===== src/hdl/qib_cfg.svh =====
`ifndef QIB_CFG_SVH
`define QIB_CFG_SVH

// ----------------------------------------------------------------
// Register offsets on the host port
// ----------------------------------------------------------------
`define QIB_ADR_INTCTL   6'h20
`define QIB_ADR_VECBASE  6'h21
`define QIB_ADR_CAPSRC   6'h22
`define QIB_ADR_MASK_AB  6'h23
`define QIB_ADR_MASK_CD  6'h24
`define QIB_ADR_PRIO_A   6'h25
`define QIB_ADR_DACK_OFF 6'h26
`define QIB_ADR_DACK_ON  6'h27
`define QIB_ADR_PRIO_B   6'h28
`define QIB_ADR_UPD      6'h2A
`define QIB_ADR_LVL      6'h2C
`define QIB_ADR_LVL_MSK  6'h3C

// ----------------------------------------------------------------
// Field positions and reset values
// ----------------------------------------------------------------
`define QIB_THR_MSB      7
`define QIB_THR_LSB      2
`define QIB_INTCTL_RST   8'h00
`define QIB_VECBASE_RST  8'h0F
`define QIB_FMT_FULL     2'h0
`define QIB_FMT_CHAN     2'h1
`define QIB_FMT_TYPE     2'h2
`define QIB_VEC_INHIBIT  8'hFF

// ----------------------------------------------------------------
// Bid identity codes, FIFO limits and timing
// ----------------------------------------------------------------
`define QIB_ID_RX        2'h3
`define QIB_ID_TX        2'h2
`define QIB_ID_BRK       3'h4
`define QIB_ID_COS       3'h1
`define QIB_ID_CT        3'h5
`define QIB_NSRC         18
`define QIB_FIFO_DEPTH   4'h8
`define QIB_RX_NEED      16'h8631
`define QIB_TX_LIM       16'h0257
`define QIB_DACK_EDGES   2

`endif


===== src/hdl/qib_pkg.sv =====
package qib_pkg;

  // ----------------------------------------------------------------
  // Bus cycle states and kinds
  // ----------------------------------------------------------------
  typedef enum logic [2:0] {
    QIB_IDLE = 3'h1,
    QIB_WAIT = 3'h2,
    QIB_HOLD = 3'h4
  } qib_state_t;

  typedef enum logic [2:0] {
    QIB_RD = 3'h1,
    QIB_WR = 3'h2,
    QIB_IA = 3'h4
  } qib_kind_t;

  // ----------------------------------------------------------------
  // Whole state of the host port
  // ----------------------------------------------------------------
  typedef struct packed {
    qib_state_t  st;
    qib_kind_t   kind;
    logic [5:0]  addr;
    logic [1:0]  cnt;
    logic [7:0]  wdata;
    logic [7:0]  intctl;
    logic [7:0]  vecbase;
    logic [7:0]  capsrc;
    logic [15:0] intmask;
    logic [15:0] lvl;
    logic [5:0]  prio_a;
    logic [4:0]  prio_b;
    logic        dack_en;
    logic [7:0]  dout;
    logic        doe;
    logic        dack;
    logic        dack_n;
    logic        irq;
    logic        irq_n;
  } qib_port_t;

  // Whole state of the bid arbiter
  typedef struct packed {
    logic [7:0] win;
    logic       irq;
  } qib_arb_t;

endpackage : qib_pkg


===== src/hdl/qib_host_port.sv =====
`timescale 1ns/10ps
`default_nettype none
`include "qib_cfg.svh"

// Summary of operation
// - Threshold compares only upper six bid bits
// - Equal bids favour highest channel, D strongest
// - Nonzero level setting delays bidding until fill
// - Level zero: empty receiver, full transmitter silent
// - Each of 16 channel sources gated by mask, timers by priority B bits
// - Format 00 gives full programmed vector
// - Format 01 puts channel in low bits
// - Format 10 gives three bits, type, channel
// - Format 11 drives all ones
// - Captured source holds count or priority, type, channel
// - Control register: threshold high, format low
// - Write 27h enables, 26h disables acknowledge
// - Reset enables data acknowledge
// - Acknowledge mode writes at ack or end
// - Acknowledge follows two clock edges after start
// - Acknowledge marks read data or write done
// - Interrupt acknowledge captures winner, drives vector
// - Plain mode writes at strobe trailing edge
// - Plain read drives at start, ends on rise
// - Command 2Ah captures winner into captured source
// - Request output never captures the winner
// - Bids compared each clock, request above threshold
// - Identity bits encode the source type
module qib_host_port
  import qib_pkg::*;
(
  input  wire logic        clk_sys_in,
  input  wire logic        nrst_in,
  input  wire logic        chip_enable_n_in,
  input  wire logic        read_strobe_n_in,
  input  wire logic        write_strobe_n_in,
  input  wire logic        interrupt_acknowledge_n_in,
  input  wire logic [5:0]  addr_in,
  input  wire logic [7:0]  data_in,
  output logic      [7:0]  data_out,
  output logic             data_oe_out,
  output logic             data_acknowledge_n_out,
  output logic             data_acknowledge_n_oe_out,
  output logic             interrupt_request_n_out,
  output logic             interrupt_request_n_oe_out,
  input  wire logic [15:0] rx_fill_in,
  input  wire logic [3:0]  rx_error_in,
  input  wire logic [15:0] tx_fill_in,
  input  wire logic [3:0]  break_in,
  input  wire logic [3:0]  cos_in,
  input  wire logic [1:0]  ct_done_in
);

  // ----------------------------------------------------------------
  // State and reset image
  // ----------------------------------------------------------------
  localparam qib_port_t RST = '{
    st:      QIB_IDLE,
    kind:    QIB_RD,
    intctl:  `QIB_INTCTL_RST,
    vecbase: `QIB_VECBASE_RST,
    dack_en: 1'b1,
    dack_n:  1'b1,
    irq_n:   1'b1,
    default: '0
  };
  localparam logic [1:0] DACK_LAST = 2'(`QIB_DACK_EDGES - 1);

  qib_port_t                r;
  qib_port_t                n;
  logic                     ce_rd;
  logic                     ce_wr;
  logic                     ia;
  logic                     act;
  logic                     commit;
  logic [`QIB_NSRC-1:0][7:0] bid;
  logic [`QIB_NSRC-1:0]      bid_ok;
  logic [7:0]               arb_win;
  logic                     arb_irq;

  // ----------------------------------------------------------------
  // Helpers
  // ----------------------------------------------------------------
  // FIFO level check against the programmed setting
  function automatic logic lvl_ok(input logic [3:0] fill, input logic [1:0] lvl,
                                  input logic tx);
    logic [15:0] tab;
    logic [3:0]  lim;
    tab = tx ? `QIB_TX_LIM : `QIB_RX_NEED;
    lim = tab[{lvl, 2'h0} +: 4];
    lvl_ok = tx ? (fill <= lim) : (fill >= lim);
  endfunction : lvl_ok

  // Byte count squeezed to three bits, one to eight
  function automatic logic [2:0] cnt3(input logic [3:0] v);
    cnt3 = (v == 4'h0) ? 3'h0 : 3'(v - 4'h1);
  endfunction : cnt3

  // Vector built from the winning bid
  function automatic logic [7:0] vec(input logic [1:0] fmt, input logic [7:0] iv,
                                     input logic [7:0] w);
    case (fmt)
      `QIB_FMT_FULL: vec = iv;
      `QIB_FMT_CHAN: vec = {iv[7:2], w[1:0]};
      `QIB_FMT_TYPE: vec = {iv[7:5], w[4:2], w[1:0]};
      default:       vec = `QIB_VEC_INHIBIT;
    endcase
  endfunction : vec

  // Register read image
  function automatic logic [7:0] rd_mux(input qib_port_t s, input logic [5:0] a);
    case (a)
      `QIB_ADR_INTCTL:  rd_mux = s.intctl;
      `QIB_ADR_VECBASE: rd_mux = s.vecbase;
      `QIB_ADR_CAPSRC:  rd_mux = s.capsrc;
      `QIB_ADR_MASK_AB: rd_mux = s.intmask[7:0];
      `QIB_ADR_MASK_CD: rd_mux = s.intmask[15:8];
      `QIB_ADR_PRIO_A:  rd_mux = {2'h0, s.prio_a};
      `QIB_ADR_PRIO_B:  rd_mux = {3'h0, s.prio_b};
      default: begin
        if ((a & `QIB_ADR_LVL_MSK) == `QIB_ADR_LVL) begin
          rd_mux = {4'h0, s.lvl[{a[1:0], 2'h0} +: 4]};
        end else begin
          rd_mux = 8'h00;
        end
      end
    endcase
  endfunction : rd_mux

  // ----------------------------------------------------------------
  // Bid formation for the 18 sources
  // ----------------------------------------------------------------
  // Order: receivers, transmitters, breaks, state changes, timers
  always_comb begin
    for (int c = 0; c < 4; c++) begin
      bid[c] = {cnt3(rx_fill_in[c*4 +: 4]), rx_error_in[c], `QIB_ID_RX, 2'(c)};
      bid_ok[c] = r.intmask[c*4] &&
                  lvl_ok(rx_fill_in[c*4 +: 4], r.lvl[c*4 +: 2], 1'b0);
      bid[4+c] = {1'b0, cnt3(`QIB_FIFO_DEPTH - tx_fill_in[c*4 +: 4]), `QIB_ID_TX,
                  2'(c)};
      bid_ok[4+c] = r.intmask[c*4+1] &&
                    lvl_ok(tx_fill_in[c*4 +: 4], r.lvl[c*4+2 +: 2], 1'b1);
      bid[8+c] = {r.prio_a[5:3], `QIB_ID_BRK, 2'(c)};
      bid_ok[8+c] = r.intmask[c*4+2] && break_in[c];
      bid[12+c] = {r.prio_a[2:0], `QIB_ID_COS, 2'(c)};
      bid_ok[12+c] = r.intmask[c*4+3] && cos_in[c];
    end
    for (int t = 0; t < 2; t++) begin
      bid[16+t] = {r.prio_b[2:0], `QIB_ID_CT, 2'(t)};
      bid_ok[16+t] = r.prio_b[3+t] && ct_done_in[t];
    end
  end

  // Compare with threshold at the clock rate
  qib_bid_arbiter #(
    .NSRC(`QIB_NSRC)
  ) u_arb (
    .clk_sys_in (clk_sys_in),
    .nrst_in    (nrst_in),
    .bid_in     (bid),
    .bid_ok_in  (bid_ok),
    .thresh_in  (r.intctl[`QIB_THR_MSB:`QIB_THR_LSB]),
    .win_out    (arb_win),
    .irq_out    (arb_irq)
  );

  // ----------------------------------------------------------------
  // Host bus cycle decode
  // ----------------------------------------------------------------
  // Read and write strobes combine with the chip enable; interrupt acknowledge stands alone; each cycle lives while its own input holds
  always_comb begin
    ce_rd = !chip_enable_n_in && !read_strobe_n_in;
    ce_wr = !chip_enable_n_in && !write_strobe_n_in;
    ia    = !interrupt_acknowledge_n_in;
    act   = ((r.kind == QIB_RD) && ce_rd) ||
            ((r.kind == QIB_WR) && ce_wr) ||
            ((r.kind == QIB_IA) && ia);
  end

  // ----------------------------------------------------------------
  // Next state
  // ----------------------------------------------------------------
  always_comb begin
    n      = r;
    commit = 1'b0;
    // Request follows the arbiter only; capture is never tied to it
    n.irq   = arb_irq;
    n.irq_n = !arb_irq;
    unique case (r.st)
      QIB_IDLE: begin
        n.cnt = 2'h0;
        if (ia) begin
          n.kind   = QIB_IA;
          n.st     = QIB_WAIT;
          n.capsrc = arb_win;
          n.dout   = vec(r.intctl[1:0], r.vecbase, arb_win);
          n.doe    = 1'b1;
        end else if (ce_wr) begin
          n.kind  = QIB_WR;
          n.st    = QIB_WAIT;
          n.addr  = addr_in;
          n.wdata = data_in;
        end else if (ce_rd) begin
          n.kind = QIB_RD;
          n.st   = QIB_WAIT;
          n.addr = addr_in;
          n.dout = rd_mux(r, addr_in);
          n.doe  = 1'b1;
        end
      end
      QIB_WAIT: begin
        if ((r.kind == QIB_WR) && act) begin
          n.wdata = data_in;
        end
        if (!act) begin
          // Strobe rose first: write lands here in either style
          n.st   = QIB_IDLE;
          n.doe  = 1'b0;
          commit = (r.kind == QIB_WR);
        end else if (r.dack_en && (r.cnt == DACK_LAST)) begin
          // Acknowledge falls as the write lands
          n.st     = QIB_HOLD;
          n.dack   = 1'b1;
          n.dack_n = 1'b0;
          commit   = (r.kind == QIB_WR);
        end else if (r.dack_en) begin
          n.cnt = r.cnt + 2'h1;
        end
      end
      QIB_HOLD: begin
        if (!act) begin
          n.st     = QIB_IDLE;
          n.dack   = 1'b0;
          n.dack_n = 1'b1;
          n.doe    = 1'b0;
        end
      end
    endcase
    // Register write effects
    if (commit) begin
      case (r.addr)
        `QIB_ADR_INTCTL:   n.intctl = r.wdata;
        `QIB_ADR_VECBASE:  n.vecbase = r.wdata;
        `QIB_ADR_MASK_AB:  n.intmask[7:0] = r.wdata;
        `QIB_ADR_MASK_CD:  n.intmask[15:8] = r.wdata;
        `QIB_ADR_PRIO_A:   n.prio_a = r.wdata[5:0];
        `QIB_ADR_PRIO_B:   n.prio_b = r.wdata[4:0];
        `QIB_ADR_DACK_OFF: n.dack_en = 1'b0;
        `QIB_ADR_DACK_ON:  n.dack_en = 1'b1;
        `QIB_ADR_UPD:      n.capsrc = arb_win;
        default: begin
          if ((r.addr & `QIB_ADR_LVL_MSK) == `QIB_ADR_LVL) begin
            n.lvl[{r.addr[1:0], 2'h0} +: 4] = r.wdata[3:0];
          end
        end
      endcase
    end
  end

  // ----------------------------------------------------------------
  // State register and outputs
  // ----------------------------------------------------------------
  always_ff @(posedge clk_sys_in) begin
    if (!nrst_in) begin
      r <= RST;
    end else begin
      r <= n;
    end
  end

  assign data_out                   = r.dout;
  assign data_oe_out                = r.doe;
  assign data_acknowledge_n_out     = r.dack_n;
  assign data_acknowledge_n_oe_out  = r.dack;
  assign interrupt_request_n_out    = r.irq_n;
  assign interrupt_request_n_oe_out = r.irq;
endmodule : qib_host_port
`default_nettype wire


===== src/hdl/qib_bid_arbiter.sv =====
`timescale 1ns/10ps
`default_nettype none
`include "qib_cfg.svh"

module qib_bid_arbiter
  import qib_pkg::*;
#(
  parameter int NSRC = `QIB_NSRC
) (
  input  wire logic                 clk_sys_in,
  input  wire logic                 nrst_in,
  input  wire logic [NSRC-1:0][7:0] bid_in,
  input  wire logic [NSRC-1:0]      bid_ok_in,
  input  wire logic [5:0]           thresh_in,
  output logic      [7:0]           win_out,
  output logic                      irq_out
);

  qib_arb_t r;
  qib_arb_t n;

  // ----------------------------------------------------------------
  // Arbitration, evaluated every clock
  // ----------------------------------------------------------------
  // Full byte compare: equal upper fields fall to the higher channel
  always_comb begin
    n.win = 8'h00;
    for (int i = 0; i < NSRC; i++) begin
      if (bid_ok_in[i] && (bid_in[i] > n.win)) begin
        n.win = bid_in[i];
      end
    end
    n.irq = n.win[`QIB_THR_MSB:`QIB_THR_LSB] > thresh_in;
  end

  // State register
  always_ff @(posedge clk_sys_in) begin
    if (!nrst_in) begin
      r <= '0;
    end else begin
      r <= n;
    end
  end

  assign win_out = r.win;
  assign irq_out = r.irq;
endmodule : qib_bid_arbiter
`default_nettype wire


===== config.mk =====
export PLATFORM = sky130hd
export DESIGN_NAME = qib_host_port
export DESIGN_NICKNAME = d
export VERILOG_FILES = /design/src/hdl/qib_pkg.sv /design/src/hdl/qib_host_port.sv /design/src/hdl/qib_bid_arbiter.sv
export VERILOG_INCLUDE_DIRS = /design/src /design/src/hdl
export SDC_FILE = /design/constraint.sdc
export NUM_CORES = 1
export LEC_CHECK = 0
export ABC_CLOCK_PERIOD_IN_PS = 29900
export BUFFER_PORTS_ARGS = -buffer_cell sky130_fd_sc_hd__clkbuf_2
export CORE_ASPECT_RATIO = 0.75
export CORE_MARGIN = 5
export CORE_UTILIZATION = 30
export DETAILED_ROUTE_END_ITERATION = 10
export GPL_TIMING_DRIVEN = 0
export PLACE_DENSITY = 0.49
export SLEW_MARGIN = 0
export SYNTH_ARGS = -nofsm -noshare
export SYNTH_HDL_FRONTEND = slang
export SYNTH_SLANG_ARGS = --single-unit

===== constraint.sdc =====
create_clock -name clk_sys_in -period 29.9 [get_ports clk_sys_in]
set_clock_uncertainty 0.05 [all_clocks]
set_input_delay 5.98 -clock clk_sys_in [delete_from_list [all_inputs] [get_ports clk_sys_in]]
set_output_delay 5.98 -clock clk_sys_in [all_outputs]
set_load 0.01 [all_outputs]

==> flow_metrics.env, run 1 <==
export IMPL_status="finished, final reports clean"
export IMPL_fin_tns_setup_ps=0
export IMPL_syn_nets=1251
export IMPL_cts_hold_buf=0
export IMPL_synth_xor_area_share_pct=0.296
export IMPL_ctsHtreeMaxLevel=3
export IMPL_drive_gt1_share_pct=16.8
export IMPL_synth_simple_area_share_pct=22.1
export IMPL_crit_top_cell="ha_1"
export IMPL_track_usage_pct=16.9
export IMPL_cap_violations=0
export IMPL_dp_cells=1569
export IMPL_grtUsageMet2_pct=24.0
export IMPL_grt_ovfl_total=0
export IMPL_period_share_pct=95.5
export IMPL_vdd_drop_max_uv=25.1
export IMPL_fin_area_um2=10300
export IMPL_syn_area_per_cell_um2=8.04
export IMPL_clk_path_buf_depth=2
export IMPL_cts_tree="built"
export IMPL_port_buffers=75
export IMPL_n_antenna_cell=0
export IMPL_area_delta_synth_final_pct=16.6
export IMPL_dp_hpwl_um=23200
export IMPL_synth_edf_count=0
export IMPL_stdcell_count=1604
export IMPL_grt_pass1_vias=7952
export IMPL_use_met1_pct=27.3
export IMPL_synth_top_family_by_area="compound AO/OA/AOI/OAI gates"
export IMPL_min_period_ps=28540
export IMPL_synth_cell_types=103
export IMPL_die_w_um=208
export IMPL_fmax_mhz=35.0
export IMPL_rows=54
export IMPL_core_um2=29100
export IMPL_crit_required_ps=30060
export IMPL_grt_max_degree=20
export IMPL_post_route_util_pct=35.5
export IMPL_insertion_delay_ps=360
export IMPL_p_per_area_nw_per_um2=32.0
export IMPL_ff2ff_setup_slack_ps=6350
export IMPL_startpoint="rx_fill_in[3]"
export IMPL_crit_type="input pin to flop"
export IMPL_critPathMaxStageDelay_ps=560
export IMPL_ys_flop_type="dfxtp_1"
export IMPL_critPathMaxFanout=10
export IMPL_cp_end_kind="flop"
export IMPL_cts_sinks=112
export IMPL_die_area_um2=33100
export IMPL_numCtsBuffers=9
export IMPL_static_leakage_power_nw=4.40
export IMPL_groute_layer_met3_usage_pct=2.23
export IMPL_start_kind="input pin"
export IMPL_busiest_layer="met1"
export IMPL_ff_latch_area_um2=2240
export IMPL_antenna_found_initial=0
export IMPL_synthAdderAreaFrac_pct=12.1
export IMPL_post_drt_via_cell_ratio=5.28
export IMPL_vias=8463
export IMPL_drc=0
export IMPL_yosysWarnings=0
export IMPL_tightest_slew_ps=1040
export IMPL_gp_congestion=0.905
export IMPL_reg2reg_to="u_arb.irq_out$_SDFF_PN0_"
export IMPL_finalWirelength_um=29100
export IMPL_wl_per_cell_um=18.1
export IMPL_arrival_ps=28710
export IMPL_root_buffer="clkbuf_16"
export IMPL_syn_inst=1102
export IMPL_drt_pass1_iter_count=5
export IMPL_hold_viol_final=0
export IMPL_grt_pass1_wl_um=45500
export IMPL_synthMuxAreaShare_pct=11.4
export IMPL_crit_end="u_arb.irq_out$_SDFF_PN0_"
export IMPL_syn_area_um2=8860
export IMPL_die_height_um=159
export IMPL_slew_headroom_pct=29.7
export IMPL_ys_seq_elements=112
export IMPL_drt_initial_drc_count=666
export IMPL_clk_pin_slew_ps=80
export IMPL_postRouteAntennaNets=0
export IMPL_async_flop_share_pct=0
export IMPL_synth_compound_area_share_pct=22.9
export IMPL_layout_nets=1356
export IMPL_crit_slowest_cell="o41a_4"
export IMPL_hold_ws_ps=353
export IMPL_hold_path_class="flop to flop"
export IMPL_initial_core_util_pct=30.4
export IMPL_rr_worst_depth=111
export IMPL_fill_cells=3098
export IMPL_drv_slew=0
export IMPL_ys_seq_area_share_pct=25.3
export IMPL_placed_area_um2=9740
export IMPL_finalSetupViolations=0
export IMPL_top_level_ports=79
export IMPL_multiInputGateArea_um2=6240
[metal layers]
metal / up-vias / routed length, um
met2: 201 / 11700
li1: 4227 / -
met5: - / 0
met4: 0 / 259
met3: 19 / 1420
met1: 4016 / 15700
[power breakdown]
part / switching, mW / internal (mW) / leakage (nW)
logic: 0.0281 / 0.0185 / 3.33
registers: 0.00169 / 0.151 / 0.905
clock network: 0.0596 / 0.0713 / 0.160
[cells in the final DEF (no fill, tap or decap), drive strengths merged, types with 12 or more instances in the layout]
| master | netlist | routed |
|---|---|---|
| and2 | 12 | 12 |
| ha | 83 | 83 |
| dfxtp | 112 | 112 |
| a21oi | 91 | 91 |
| o21a | 14 | 14 |
| buf | 15 | 34 |
| a211oi | 12 | 12 |
| nor3 | 23 | 23 |
| nand2 | 89 | 89 |
| a21o | 17 | 17 |
| clkbuf | 38 | 124 |
| nor2b | 15 | 15 |
| mux2i | 74 | 74 |
| inv | 70 | 73 |
| nand3 | 45 | 45 |
| o21ai | 42 | 42 |
| nor2 | 140 | 140 |
[critical path, delay by kind of cell]
family | cells | cell delay [ps]
AO/OA/AOI/OAI | 50 | 9410
adder cells (fa/ha/maj) | 15 | 4340
buffers and inverters | 11 | 1550
multiplexers | 4 | 1340
AND/OR/NAND/NOR | 30 | 6060
[final cells by class]
cell class	instances	area share, %
multi-input combinational	865	60.4
inverter	72	2.61
tap	392	4.74
timing repair buffer	94	5.01
clock inverter	5	0.678
clock buffer	11	2.44
buffer	53	2.47
sequential	112	21.7
[cell usage after synthesis, drive strengths merged, types with 12 or more instances]
master / n / share of area (%)
a211oi: 12 / 1.1
a21o: 17 / 1.4
a21oi: 91 / 5.2
and2: 12 / 0.85
buf: 15 / 1.2
clkbuf: 38 / 1.6
dfxtp: 112 / 25
ha: 83 / 12
inv: 70 / 3.0
mux2i: 74 / 8.4
nand2: 89 / 3.8
nand3: 45 / 2.6
nor2: 140 / 6.0
nor2b: 15 / 1.1
nor3: 23 / 1.4
o21a: 14 / 1.2
o21ai: 42 / 2.4
[through the flow]
stage / worst slack [ps] / power, mW
2_1_floorplan: 2070 / 0.184
3_3_place_gp: -1770 / 0.201
3_5_place_dp: -1690 / 0.202
4_1_cts: 32.0 / 0.332
5_1_grt: -46.9 / 0.346
6_report: 1360 / 0.331
[how the worst min path moves through the flow]
stage | cells after the start | slack, ps | startpoint | endpoint
floorplan | 1 | 310 | u_arb.irq_out$_SDFF_PN0_ | interrupt_request_n_out$_SDFF_PN1_
global placement | 1 | 330 | u_arb.irq_out$_SDFF_PN0_ | interrupt_request_n_out$_SDFF_PN1_
detailed placement | 1 | 350 | u_arb.irq_out$_SDFF_PN0_ | interrupt_request_n_out$_SDFF_PN1_
CTS | 1 | 360 | u_arb.irq_out$_SDFF_PN0_ | interrupt_request_n_out$_SDFF_PN1_
global route | 1 | 410 | u_arb.irq_out$_SDFF_PN0_ | interrupt_request_n_out$_SDFF_PN1_
finish | 1 | 350 | u_arb.irq_out$_SDFF_PN0_ | interrupt_request_n_out$_SDFF_PN1_
[logic make-up after synthesis]
logic type	count (synthesis)
muxes	89
adders and majority gates	86
buffers and inverters	125
AOI/OAI and AO/OA	289
DFF	112
xor gates and xnor gates	3
and+or+nand+nor	398
[what timing repair did]
action	4_1_cts	5_1_grt
setup buffers	2	17
pin swaps	2	7
resized for setup	11	20
setup endpoints to repair	9	9
No activity file was read; power rests on OpenSTA's default activity.
==> run 2, diff against run 1 <==
==> constraint.sdc (replaced) <==
create_clock -name clk_sys_in -period 29.9 [get_ports clk_sys_in]
set_clock_uncertainty 0.05 [all_clocks]
set_input_delay 2.99 -clock clk_sys_in [delete_from_list [all_inputs] [get_ports clk_sys_in]]
set_output_delay 2.99 -clock clk_sys_in [all_outputs]
set_load 0.01 [all_outputs]
==> flow_metrics.env, run 2 (synthesis results as in run 1) <==
export IMPL_status="finished, final reports clean"
export IMPL_top_level_ports=79
export IMPL_dp_cells=1569
export IMPL_hold_viol_final=0
export IMPL_postRouteAntennaNets=0
export IMPL_hold_path_class="flop to flop"
export IMPL_startpoint="rx_fill_in[0]"
export IMPL_vias=8451
export IMPL_start_kind="input pin"
export IMPL_static_leakage_power_nw=4.29
export IMPL_rsz0062_at_grt="no"
export IMPL_insertion_delay_ps=360
export IMPL_stdcell_count=1585
export IMPL_crit_top_cell="ha_1"
export IMPL_critPathMaxStageDelay_ps=520
export IMPL_grt_ovfl_total=0
export IMPL_fmax_mhz=35.7
export IMPL_grt_max_degree=20
export IMPL_post_drt_via_cell_ratio=5.33
export IMPL_track_usage_pct=16.8
export IMPL_drc=0
export IMPL_vdd_drop_max_uv=25.3
export IMPL_cts_sinks=112
export IMPL_crit_type="input pin to flop"
export IMPL_initial_core_util_pct=30.4
export IMPL_cts_tree="built"
export IMPL_m1WireLength_um=15500
export IMPL_n_antenna_cell=0
export IMPL_period_share_pct=93.7
export IMPL_grt_pass1_wl_um=45400
export IMPL_die_w_um=208
export IMPL_fin_tns_setup_ps=0
export IMPL_hold_start="u_arb.irq_out$_SDFF_PN0_"
export IMPL_wl_per_cell_um=18.2
export IMPL_finalSetupViolations=0
export IMPL_drt_pass1_iter_count=6
export IMPL_hold_ws_ps=353
export IMPL_clk_pin_slew_ps=80
export IMPL_tightest_slew_ps=1090
export IMPL_crit_required_ps=30070
export IMPL_arrival_ps=28190
export IMPL_slew_headroom_pct=26.9
export IMPL_numCtsBuffers=9
export IMPL_rows=54
export IMPL_drive_gt1_share_pct=13.9
export IMPL_gp_congestion=0.905
export IMPL_p_per_area_nw_per_um2=32.7
export IMPL_grt_pass1_vias=7947
export IMPL_crit_slowest_cell="mux2i_1"
export IMPL_antenna_found_initial=0
export IMPL_route_met3_wl_um=1520
export IMPL_layout_nets=1337
export IMPL_area_delta_synth_final_pct=13.6
export IMPL_core_um2=29100
export IMPL_clk_path_buf_depth=2
export IMPL_cp_end_kind="flop"
export IMPL_final_common_cell="nor2_1"
export IMPL_critPathMaxFanout=10
export IMPL_wl_met2_um=11500
export IMPL_drv_slew=0
export IMPL_die_area_um2=33100
export IMPL_finalWirelength_um=28900
export IMPL_layout_common_cells="nor2_1, dfxtp_1, a21oi_1, nand2_1, ha_1"
export IMPL_root_buffer="clkbuf_16"
export IMPL_min_period_ps=28020
export IMPL_fin_total_pwr_mw=0.329
export IMPL_cap_violations=0
export IMPL_placed_area_um2=9740
export IMPL_ctsHtreeMaxLevel=3
export IMPL_dp_hpwl_um=23200
export IMPL_drt_initial_drc_count=706
export IMPL_die_height_um=159
export IMPL_port_buffers=75
export IMPL_maxUsedRoutingLayer="met4"
export IMPL_fin_area_um2=10100
## run 2: report_power, final
part / switching [mW] / leakage [nW] / internal [mW] / total (mW)
logic: 0.0275 / 3.22 / 0.0178 / 0.0453
registers: 0.00169 / 0.905 / 0.151 / 0.153
clock network: 0.0596 / 0.160 / 0.0713 / 0.131
total: 0.0888 / 4.29 / 0.240 / 0.329
## run 2: cell type report
type | instances | area [um^2]
fill | 3119 | 19000
multi-input combinational | 865 | 6120
sequential | 112 | 2240
tap | 392 | 490
timing repair buffer | 75 | 375
inverter | 72 | 270
clock buffer | 11 | 253
buffer | 53 | 251
clock inverter | 5 | 70.1
## run 2: path summary, 6_finish.rpt
kind / slack [ps] / cells past startpoint / endpoint
setup reg to reg: 3890 / 110 / u_arb.irq_out$_SDFF_PN0_
hold / removal: 350 / 1 / interrupt_request_n_out$_SDFF_PN1_
setup / recovery: 1880 / 110 / u_arb.irq_out$_SDFF_PN0_
hold reg to reg: 350 / 1 / interrupt_request_n_out$_SDFF_PN1_
## run 2: repair_timing
action	CTS	global route
setup buffers	0	0
resized for setup	0	2
setup endpoints to repair	0	1
hold buffers	0	0
## run 2: critical path: cells and delay by family
kind	cells	cell delay (ps)
mux	4	1630
simple gates	32	6770
buf+inv	11	1770
fa+ha+maj	15	4410
compound gates	48	10570
## run 2: metrics by stage
step,setup slack (ps),utilization [%]
after detailed placement,1300,33.4
after CTS,1660,34.5
final,1880,34.6
after global routing,63.4,34.6
after floorplan,5060,-
after global placement,1220,33.4
## run 2: per-layer routing
metal	vias to the layer above	GRT usage [%]
met5	-	0
met4	0	2.30
li1	4186	-
met1	4000	27.2
met3	30	2.29
met2	235	24.0
